**config.mk**
```make
export PLATFORM = sky130hd
export DESIGN_NAME = dfr_fault_response
export DESIGN_NICKNAME = d
export VERILOG_FILES = /design/src/dfr_pkg.sv /design/src/dfr_fault_response.sv /design/src/dfr_fifo.sv
export SDC_FILE = /design/constraint.sdc
export NUM_CORES = 1
export LEC_CHECK = 0
export ABC_AREA = 0
export ABC_CLOCK_PERIOD_IN_PS = 2550
export BUFFER_PORTS_ARGS = -buffer_cell sky130_fd_sc_hd__clkbuf_2
export CORE_AREA = 2 2 150 152
export CTS_BUF_LIST = sky130_fd_sc_hd__clkbuf_16
export CTS_CLUSTER_SIZE = 28
export DETAILED_ROUTE_END_ITERATION = 7
export DIE_AREA = 0 0 152 154
export GPL_ROUTABILITY_DRIVEN = 0
export PLACE_DENSITY = 0.82
export RECOVER_POWER = 100
export SYNTH_ARGS = -nofsm -noshare
export SYNTH_HDL_FRONTEND = slang
export SYNTH_HIERARCHICAL = 1
export SYNTH_SLANG_ARGS = --single-unit
```
**constraint.sdc**
```tcl
create_clock -name clk -period 2.55 [get_ports clk]
set_clock_uncertainty 0.05 [all_clocks]
set_input_delay 0.255 -clock clk [delete_from_list [all_inputs] [get_ports clk]]
set_output_delay 0.255 -clock clk [all_outputs]
set_load 0.01 [all_outputs]
```
**src/dfr_pkg.sv**
```systemverilog
/*
 package of the satellite fault-response block: constants, states, carrier types.
 assumes a 100 MHz clock; bus framing and decoding happen outside this block.
*/
// Behaviour
// RULE_01: hold-cap low forces short read zero
// RULE_02: hold-cap low sets undervoltage flag
// RULE_03: undervoltage over 1 ms forces silent reset
// RULE_04: 128 memory bits, 80 customer bits
// RULE_05: customer bits writable from bus or trim
// RULE_06: continuous separate parity, factory and customer
// RULE_07: parity fault makes reads answer zero
// RULE_08: pass-through switch open after every reset
// RULE_09: init with switch_close_bit closes switch
// RULE_10: downstream pin may act as master port
// RULE_11: sample is 10 bits, sent 8 to 10
// RULE_12: short undervoltage keeps running, reports zero
// RULE_13: recovered supply restores real readings
package dfr_pkg;
   localparam int OTP_BITS       = 128;
   localparam int CUST_BITS      = 80;
   localparam int CUST_BASE      = 48;
   localparam int SAMPLE_W       = 10;
   localparam int SWITCH_BIT     = 6;
   localparam int UV_LIMIT_NS    = 1000000;
   localparam int CLK_PERIOD_NS  = 10;
   localparam int UV_LIMIT_CYC   = UV_LIMIT_NS / CLK_PERIOD_NS;
   localparam int INIT_CYC       = 16;
   localparam logic [1:0] CMD_READ_SHORT = 2'h1;
   localparam logic [1:0] CMD_INIT       = 2'h2;
   localparam logic [1:0] CMD_REV_INIT   = 2'h3;

   typedef enum logic [1:0] {
      DFR_RESET  = 2'b00,
      DFR_INIT   = 2'b01,
      DFR_ACTIVE = 2'b10
   } dfr_state_e;

   typedef struct packed {
      logic [1:0] op;
      logic [7:0] data;
      logic       from_down;
   } dfr_cmd_s;

   typedef struct packed {
      logic [SAMPLE_W-1:0] value;
      logic                uv_flag;
      logic                parity_fault;
      logic                on_down;
   } dfr_resp_s;
endpackage

```
**src/dfr_fault_response.sv**
```systemverilog
/*
 satellite fault response: undervoltage supervision, memory parity, bus switch,
 read answers. assumes commands arrive decoded and are held valid until cmd_ready, and that
 samples and hold-cap comparator level are synchronous to clk.
*/
`timescale 1ns/100ps
module dfr_fault_response #(
   parameter int UV_LIMIT = dfr_pkg::UV_LIMIT_CYC
) (
   input  wire logic                            clk,
   input  wire logic                            rstn,
   input  wire logic                            hold_cap_supply_low,
   input  wire logic [dfr_pkg::SAMPLE_W-1:0]    sample,
   input  wire dfr_pkg::dfr_cmd_s               cmd,
   input  wire logic                            cmd_valid,
   input  wire logic [dfr_pkg::CUST_BITS-1:0]   cust_wr_data,
   input  wire logic                            cust_wr_bus,
   input  wire logic                            cust_wr_trim,
   input  wire logic [dfr_pkg::OTP_BITS-1:0]    otp_load,
   input  wire logic                            resp_ready,
   output dfr_pkg::dfr_resp_s                   resp,
   output logic                                 resp_valid,
   output logic                                 cmd_ready,
   output logic                                 switch_closed,
   output logic                                 master_on_downstream,
   output logic                                 uv_flag,
   output logic                                 parity_fault,
   output logic                                 por_active
);
   if (UV_LIMIT < 1)
   begin : g_bad_limit
      $error("UV_LIMIT must be at least 1");
   end
   localparam int CW = $clog2(UV_LIMIT + 1);
   dfr_pkg::dfr_state_e       state;
   logic [CW-1:0]             uv_cnt;
   logic [7:0]                init_cnt;
   logic [dfr_pkg::OTP_BITS-1:0] otp;
   logic                      fac_par;
   logic                      cust_par;
   logic                      par_err;
   logic                      uv_long;
   dfr_pkg::dfr_resp_s        next_resp;
   logic                      fifo_ready;

   assign uv_long = hold_cap_supply_low && (uv_cnt >= CW'(UV_LIMIT));

   // undervoltage duration count
   always_ff @(posedge clk or negedge rstn)
   begin
      if (!rstn) uv_cnt <= '0;
      else if (!hold_cap_supply_low) uv_cnt <= '0;
      else if (!uv_long) uv_cnt <= uv_cnt + 1'b1;
   end

   // power-on/post-reset sequence
   always_ff @(posedge clk or negedge rstn)
   begin
      if (!rstn) begin
         state    <= dfr_pkg::DFR_RESET;
         init_cnt <= '0;
      end else begin
         case (state)
            dfr_pkg::DFR_RESET:
            begin
               init_cnt <= '0;
               if (!hold_cap_supply_low) state <= dfr_pkg::DFR_INIT;
            end
            dfr_pkg::DFR_INIT:
            begin
               init_cnt <= init_cnt + 8'h01;
               if (hold_cap_supply_low) state <= dfr_pkg::DFR_RESET;
               else if (init_cnt == 8'(dfr_pkg::INIT_CYC - 1)) state <= dfr_pkg::DFR_ACTIVE;
            end
            dfr_pkg::DFR_ACTIVE:
            begin
               if (uv_long) state <= dfr_pkg::DFR_RESET; // RULE_03
            end
            default: state <= dfr_pkg::DFR_RESET;
         endcase
      end
   end

   always_ff @(posedge clk or negedge rstn)
   begin
      if (!rstn) por_active <= 1'b1;
      else por_active <= (state != dfr_pkg::DFR_ACTIVE) || uv_long; // RULE_03
   end

   // otp image; bit CUST_BASE-1 factory parity, bit OTP_BITS-1 customer parity
   always_ff @(posedge clk or negedge rstn)
   begin
      if (!rstn) otp <= '0;
      else if (state == dfr_pkg::DFR_INIT && init_cnt == 8'h00) otp <= otp_load; // RULE_04
      else if (state == dfr_pkg::DFR_ACTIVE && (cust_wr_bus || cust_wr_trim))
         otp[dfr_pkg::CUST_BASE +: dfr_pkg::CUST_BITS] <=
            otp[dfr_pkg::CUST_BASE +: dfr_pkg::CUST_BITS] | cust_wr_data; // RULE_05
   end

   // even parity over each region including its parity bit
   assign fac_par  = ^otp[dfr_pkg::CUST_BASE-1:0]; // RULE_06
   assign cust_par = ^otp[dfr_pkg::OTP_BITS-1:dfr_pkg::CUST_BASE]; // RULE_06
   assign par_err  = fac_par || cust_par;

   always_ff @(posedge clk or negedge rstn)
   begin
      if (!rstn) parity_fault <= 1'b0;
      else parity_fault <= (state == dfr_pkg::DFR_ACTIVE) && par_err; // RULE_06
   end

   always_ff @(posedge clk or negedge rstn)
   begin
      if (!rstn) uv_flag <= 1'b0;
      else uv_flag <= hold_cap_supply_low && !uv_long; // RULE_02 RULE_12 RULE_13
   end

   // pass-through switch and port direction
   always_ff @(posedge clk or negedge rstn)
   begin
      if (!rstn) begin
         switch_closed        <= 1'b0; // RULE_08
         master_on_downstream <= 1'b0;
      end else if (state != dfr_pkg::DFR_ACTIVE) begin
         switch_closed        <= 1'b0; // RULE_08
         master_on_downstream <= 1'b0;
      end else if (cmd_valid && cmd_ready &&
                   (cmd.op == dfr_pkg::CMD_INIT || cmd.op == dfr_pkg::CMD_REV_INIT)) begin
         switch_closed        <= cmd.data[dfr_pkg::SWITCH_BIT]; // RULE_09
         master_on_downstream <= (cmd.op == dfr_pkg::CMD_REV_INIT) && cmd.from_down; // RULE_10
      end
   end

   assign cmd_ready = fifo_ready && (state == dfr_pkg::DFR_ACTIVE) && !uv_long; // RULE_03

   always_comb
   begin
      next_resp.value        = sample; // RULE_11
      if (hold_cap_supply_low) next_resp.value = '0; // RULE_01 RULE_12
      if (par_err) next_resp.value = '0; // RULE_07
      next_resp.uv_flag      = hold_cap_supply_low; // RULE_02
      next_resp.parity_fault = par_err;
      next_resp.on_down      = cmd.from_down; // RULE_10
   end

   dfr_fifo #(
      .WIDTH ($bits(dfr_pkg::dfr_resp_s)),
      .DEPTH (4)
   ) u_fifo (
      .clk       (clk),
      .rstn      (rstn),
      .in_data   (next_resp),
      .in_valid  (cmd_valid && cmd_ready && cmd.op == dfr_pkg::CMD_READ_SHORT),
      .in_ready  (fifo_ready),
      .out_data  (resp),
      .out_valid (resp_valid),
      .out_ready (resp_ready)
   );
endmodule // dfr_fault_response

```
**src/dfr_fifo.sv**
```systemverilog
/*
 small flip-flop fifo with valid/ready on both sides.
 assumes one clock, asynchronous active-low reset.
*/
`timescale 1ns/100ps
module dfr_fifo #(
   parameter int WIDTH = 13,
   parameter int DEPTH = 4
) (
   input  wire logic             clk,
   input  wire logic             rstn,
   input  wire logic [WIDTH-1:0] in_data,
   input  wire logic             in_valid,
   output logic                  in_ready,
   output logic [WIDTH-1:0]      out_data,
   output logic                  out_valid,
   input  wire logic             out_ready
);
   localparam int AW = (DEPTH > 1) ? $clog2(DEPTH) : 1;
   // pointers wrap by overflow, so only powers of two are served
   if (DEPTH < 2 || (DEPTH & (DEPTH - 1)) != 0)
   begin : g_bad_depth
      $error("depth must be power of two");
   end
   logic [WIDTH-1:0] mem [DEPTH];
   logic [AW-1:0]    wr_ptr;
   logic [AW-1:0]    rd_ptr;
   logic [AW:0]      count;
   logic             push;
   logic             pop;
   assign in_ready  = (count != (AW+1)'(DEPTH));
   assign out_valid = (count != '0);
   assign out_data  = mem[rd_ptr];
   assign push      = in_valid && in_ready;
   assign pop       = out_valid && out_ready;
   always_ff @(posedge clk or negedge rstn)
   begin
      if (!rstn) begin
         wr_ptr <= '0;
         rd_ptr <= '0;
         count  <= '0;
      end else begin
         if (push) wr_ptr <= wr_ptr + 1'b1;
         if (pop) rd_ptr <= rd_ptr + 1'b1;
         if (push && !pop) count <= count + 1'b1;
         else if (pop && !push) count <= count - 1'b1;
      end
   end
   always_ff @(posedge clk)
   begin
      if (push) mem[wr_ptr] <= in_data;
   end
endmodule // dfr_fifo

```
==> results of run 1 <==
## cell families (layout without fill, tap and decap cells)
logic type	Yosys count	after routing	synth area share, %
flops	219	219	54.60
xor+xnor	145	145	12.29
buf+inv	51	533	3.462
simple gates	175	175	8.626
fa+ha+maj	10	10	1.261
compound gates	183	183	9.233
mux	68	68	10.53
other cells	0	7	0
## repair_timing
action	4_1_cts	5_1_grt
buffers inserted	0	5
endpoints found under the setup margin	40	47
hold buffers	198	0
endpoints found under the hold margin	181	0
pin swaps	1	16
gates resized for setup	7	11
## metal layers
metal | wire length [um] | vias to the layer above | GRT usage (%)
met5 | 0 | - | 0
met2 | 16710 | 465 | 48.35
met4 | 1988 | 0 | 15.44
met3 | 2245 | 169 | 6.511
li1 | - | 3892 | -
met1 | 11680 | 4236 | 30.59
## registers in the layout, summed over array words and instances (netlist names)
signal	count
otp	128
u_fifo/rd_ptr	2
uv_flag	1
u_fifo/wr_ptr	2
por_active	1
u_fifo/mem	52
u_fifo/count	3
uv_cnt	17
parity_fault	1
master_on_downstream	1
switch_closed	1
state	2
init_cnt	8
## worst max-delay path, stage by stage (launching register included)
cell     delay [ps]
dfrtp_1         410
xor2_1          180
xnor2_1         270
xnor2_1         170
xnor2_1         330
xnor3_2         330
xnor2_2         160
buf_12          170
nor4b_4         300
buf_4           180
## final timing paths
kind / slack, ps / to / startpoint
worst min register to register: 480 / switch_closed / switch_closed
worst min-delay path: 10 / otp[79] / otp_load[79]
min in group asynchronous: 480 / otp[16] / rstn
worst max-delay path: -150 / u_fifo/mem[1][12] / otp[120]
max in group asynchronous: 370 / otp[97] / rstn
worst max register to register: -150 / u_fifo/mem[1][12] / otp[120]
## final cells by class
type / count / area, sq um
clock inverter: 20 / 302.8
antenna: 7 / 17.52
tap: 280 / 350.3
clock buffer: 25 / 625.6
timing repair buffer: 480 / 3581
sequential: 219 / 5742
inverter: 8 / 30.03
fill: 1359 / 6482
multi-input combinational: 581 / 4557
## layout by cell type, fill, tap and decap left out, types with 3 or more instances in the layout
cell and count:
nand3_1 12, buf_4 16, nor2_1 88, buf_12 11, xnor2_2 5, a22o_1 5
dfrtp_1 166, and3_1 3, a21oi_1 160, and2_1 19, mux4_1 5, edfxtp_1 52
clkbuf_2 235, xor2_1 17, dlygate4sd3_1 198, nand2b_1 3, mux2i_1 3, xnor2_1 122
clkbuf_16 25, mux2_4 48, a21o_1 3, nand2_1 21, diode_2 7, nor3_1 4
o21ai_0 4, clkinv_1 5, bufinv_16 8, nor2b_1 4, ha_1 8, inv_1 10
mux4_2 8, nor4b_4 10, clkbuf_1 18, mux2_2 4
## where the power goes
group | switching (mW) | internal, mW | total (mW)
registers | 0.592 | 5.02 | 5.61
logic | 7.48 | 6.39 | 13.9
clock network | 1.49 | 2.59 | 4.08
total | 9.56 | 14.0 | 23.6
==> impl_metrics.json, run 1 <==
{
  "outcome": "finished with violations",
  "violations": "negative setup slack",
  "crit_type": "reg2reg",
  "powerDensity_nw_per_um2": 1549,
  "syn_to_final_growth_pct": 44.59,
  "via_per_inst": 5.409,
  "yosysSeqAreaShare_pct": 54.60,
  "critPathCaptureType": "register",
  "ys.flop_type": "dfrtp_1",
  "worst_slack_ps": -150.1,
  "antenna_found_initial": 5,
  "initial_utilization_pct": 48.49,
  "synthCells": 851,
  "holdWs_ps": 10.22,
  "totalWireLength_mm": 32.63,
  "min_path_type": "in2reg",
  "finalHoldViolCount": 0,
  "clk_path_buf_depth": 3,
  "yosysTopAreaCellShare_pct": 39.50,
  "ir_worst_vdd_uv": 4271,
  "core.rowCount": 54,
  "cts.sinks": 219,
  "dieHeight_um": 154,
  "cts_inserted_buffers": 25,
  "ant_nets": 0,
  "clock_latency_ps": 520,
  "leakage_nw": 6.688,
  "cts-root-buf": "clkbuf_16",
  "dieArea_sq_um": 23410,
  "yosysTopAreaCell": "dfrtp_1",
  "fin_crit_ps": 2700,
  "grt_pass1_wl_mm": 50.93,
  "ys_warn_count": 6,
  "hpwlAfterDp_mm": 16.45,
  "synth-seq-cells": 219,
  "cap_violations": 0,
  "overflow": 0,
  "worst-path-max-fanout": 12,
  "rsz0062_at_grt": "true",
  "async_flop_share_pct": 76.26,
  "port_buffers": 248,
  "r2r_cells": 9,
  "setup-tns-final_ps": -3168,
  "startpoint_type": "register",
  "syn-cell-area_sq_um": 10520,
  "setup_viol": 40,
  "drt-initial-drc-count": 514,
  "drive_gt1_share_pct": 29.11,
  "cts_tree": "built",
  "grt_start_max_net_pins": 133,
  "dr.pass1.iters": 5,
  "fin_area_sq_um": 15210,
  "crit_arrival_ps": 3020,
  "synthTopCellsByCount": "166 x dfrtp_1, 161 x a21oi_1, 126 x xnor2_1",
  "final_util_pct": 70.11,
  "track_usage_pct": 27.43,
  "slew_headroom_pct": 22.30,
  "grt_pass1_vias": 9679,
  "dp.cells": 1365,
  "clkTransAtPathRegs_ps": 60,
  "place_ws_ps": -73.61,
  "yosysMostFrequentCell": "dfrtp_1",
  "fin_crit_sh_pct": 105.9,
  "wl_per_cell_um": 20.14,
  "cp.required_ps": 2870,
  "coreArea_sq_um": 21690,
  "fin_cells": 1620,
  "tightest_slew_ps": 1166,
  "synth_edf_count": 52,
  "vias": 8762,
  "ioPinCount": 256,
  "dpl_cell_area_sq_um": 12200,
  "cts_htree_levels": 1,
  "syn_nets": 1097,
  "holdPathStages": 3,
  "yosys-top-cells-area": "dfrtp_1 40%, edfxtp_1 15%, xnor2_1 10%, a21oi_1 7.7%, mux2_4 6.9%",
  "syn_area_per_cell_sq_um": 12.36,
  "fp.dieW_um": 152,
  "ys_types": 52,
  "fmax_ghz": 0.3704,
  "p_total_mw": 23.56,
  "finalNetCount": 1561,
  "drcViolationCount": 0,
  "slew_violations": 0
}
No activity file was read; power rests on OpenSTA's default activity.
==> run 2, diff against run 1 <==
- CELL_PAD_IN_SITES_DETAIL_PLACEMENT: not set -> 2
- CELL_PAD_IN_SITES_GLOBAL_PLACEMENT: not set -> 2
- CORE_AREA: 2 2 150 152 -> 2 2 185 187
- DIE_AREA: 0 0 152 154 -> 0 0 187 189
==> impl_metrics.json, run 2 (same netlist as run 1, synthesis figures left out) <==
{
  "cts_htree_levels": 1,
  "dp.cells": 1542,
  "slew_headroom_pct": 32.29,
  "top_regs": "otp: 128 flops, u_fifo/mem: 52 flops, uv_cnt: 17 flops",
  "crit_buf_inv": 1,
  "syn_to_final_growth_pct": 47.42,
  "drive_gt1_share_pct": 29.40,
  "fmax_ghz": 0.3718,
  "antenna_found_initial": 9,
  "critPathCaptureType": "register",
  "ioPinCount": 256,
  "final_common_cell": "clkbuf_2",
  "hpwlAfterDp_mm": 22.70,
  "clk_path_buf_depth": 3,
  "rsz0062_at_grt": "true",
  "crit_cells": 5,
  "fin_cells": 1814,
  "powerDensity_nw_per_um2": 1651,
  "r2r_cells": 5,
  "cts_tree": "built",
  "grt_pass1_vias": 10750,
  "hold_path.startpoint": "cust_wr_data[39]",
  "cts.sinks": 219,
  "drt-initial-drc-count": 424,
  "ir_worst_vdd_uv": 3444,
  "setup-tns-final_ps": -5567,
  "startpoint_type": "register",
  "clock_latency_ps": 540,
  "largest_reg_flops": 128,
  "slowest_stage": "or4_1",
  "tightest_slew_ps": 1016,
  "grt_pass1_wl_mm": 65.41,
  "holdPathStages": 3,
  "dieArea_sq_um": 35340,
  "leakage_nw": 6.741,
  "grt_start_max_net_pins": 73,
  "cp.required_ps": 2880,
  "core.rowCount": 67,
  "max_stage_delay_ps": 610,
  "overflow": 0,
  "max_flop_register": "otp",
  "dieHeight_um": 189,
  "fin_crit_ps": 2690,
  "fp.dieW_um": 187,
  "via_per_inst": 4.870,
  "finalNetCount": 1582,
  "wl_per_cell_um": 23.86,
  "dr.pass1.iters": 4,
  "totalWireLength_mm": 43.29,
  "clkTransAtPathRegs_ps": 60,
  "slew_violations": 0,
  "coreArea_sq_um": 33280,
  "crit_type": "reg2reg",
  "r2r-end": "otp[83]",
  "fin_crit_sh_pct": 105.5,
  "outcome": "finished with violations",
  "final_util_pct": 46.58,
  "port_buffers": 248,
  "holdWs_ps": 26.69,
  "path_cells": "or4_1, or4_4, clkbuf_8, nor2_1, a21oi_1",
  "vias": 8835,
  "crit_family": "simple AND/OR/NAND/NOR gates",
  "track_usage_pct": 24.04,
  "reg2reg_slack_ps": -140,
  "cts_inserted_buffers": 27,
  "setup_viol": 101,
  "hold_path_end": "otp[87]",
  "finalHoldViolCount": 0,
  "final_cell_mix": "238 x clkbuf_2, 203 x dlygate4sd3_1, 166 x dfrtp_1, 161 x a21oi_1, 118 x xnor2_1",
  "worst_slack_ps": -139.6,
  "drcViolationCount": 0,
  "cts-root-buf": "clkbuf_16",
  "crit_arrival_ps": 3020,
  "min_path_type": "in2reg",
  "r2r-start": "init_cnt[4]",
  "violations": "negative setup slack",
  "worst-path-max-fanout": 69,
  "ant_nets": 0,
  "initial_utilization_pct": 31.60,
  "cap_violations": 0
}
[run 2: cell types whose count changed in the layout (fill, tap and decap cells not counted), moves of 4 or more]
cell           previous run  this run
bufinv_16                 8         2
and2_1                   19         7
mux2_4                   48        37
clkbuf_16                25        29
buf_12                   11         7
xnor2_1                 122       118
dlygate4sd3_1           198       203
mux2_1                    0        12
and2_0                    0         8
clkinv_2                  0         4
inv_1                    10        16
buf_4                    16        25
and2_4                    0         4
[run 2: timing repair]
action                                 4_1_cts  5_1_grt
gates cloned                                 1        1
buffers inserted                             6        3
setup endpoints to repair                   46       95
endpoints found under the hold margin      217        0
resized for setup                           24        7
pin swaps                                   30       10
hold buffers                               203        0
[run 2: cell type report]
type,count,area [sq um]
antenna,9,22.52
fill,3336,17780
sequential,219,5742
clock buffer,27,675.6
tap,448,560.5
clock inverter,23,153.9
multi-input combinational,581,4579
inverter,8,30.03
timing repair buffer,499,3740
[run 2: through the flow]
stage	power [mW]	area [sq um]	setup WS, ps
after detailed placement	19.19	12470	-197.8
after global placement	18.57	12470	-54.52
after CTS	25.19	15560	-74.53
after global routing	26.62	15500	-275.3
after floorplan	13.92	10540	21.67
final	25.60	15500	-139.6
[run 2: worst max-delay path by stage]
| stage | start | end | slack [ps] |
|---|---|---|---|
| floorplan | uv_cnt[6] | u_fifo/count[2] | 20 |
| global placement | otp[103] | u_fifo/mem[1][12] | -50 |
| detailed placement | otp[104] | u_fifo/mem[2][7] | -200 |
| CTS | otp[99] | u_fifo/mem[1][7] | -70 |
| global route | otp[51] | u_fifo/mem[2][8] | -280 |
| finish | init_cnt[4] | otp[83] | -140 |
[run 2: routing by layer]
layer / vias up / track usage [%] / wire length, um
met5: - / 0 / 0
met4: 0 / 6.929 / 1039
met3: 70 / 3.874 / 1725
met2: 277 / 48.28 / 24610
met1: 4550 / 25.57 / 15910
li1: 3938 / - / -
[run 2: where the power goes]
part / total (mW) / switching, mW / internal, mW
Combinational: 16.2 / 8.70 / 7.51
Clock: 3.68 / 1.57 / 2.12
Sequential: 5.72 / 0.647 / 5.07
Total: 25.6 / 10.9 / 14.7
[run 2: worst register-to-register path: stages, from the launching register on]
cell,delay (ps)
dfrtp_1,440
or4_1,610
or4_4,610
clkbuf_8,360
nor2_1,360
a21oi_1,100
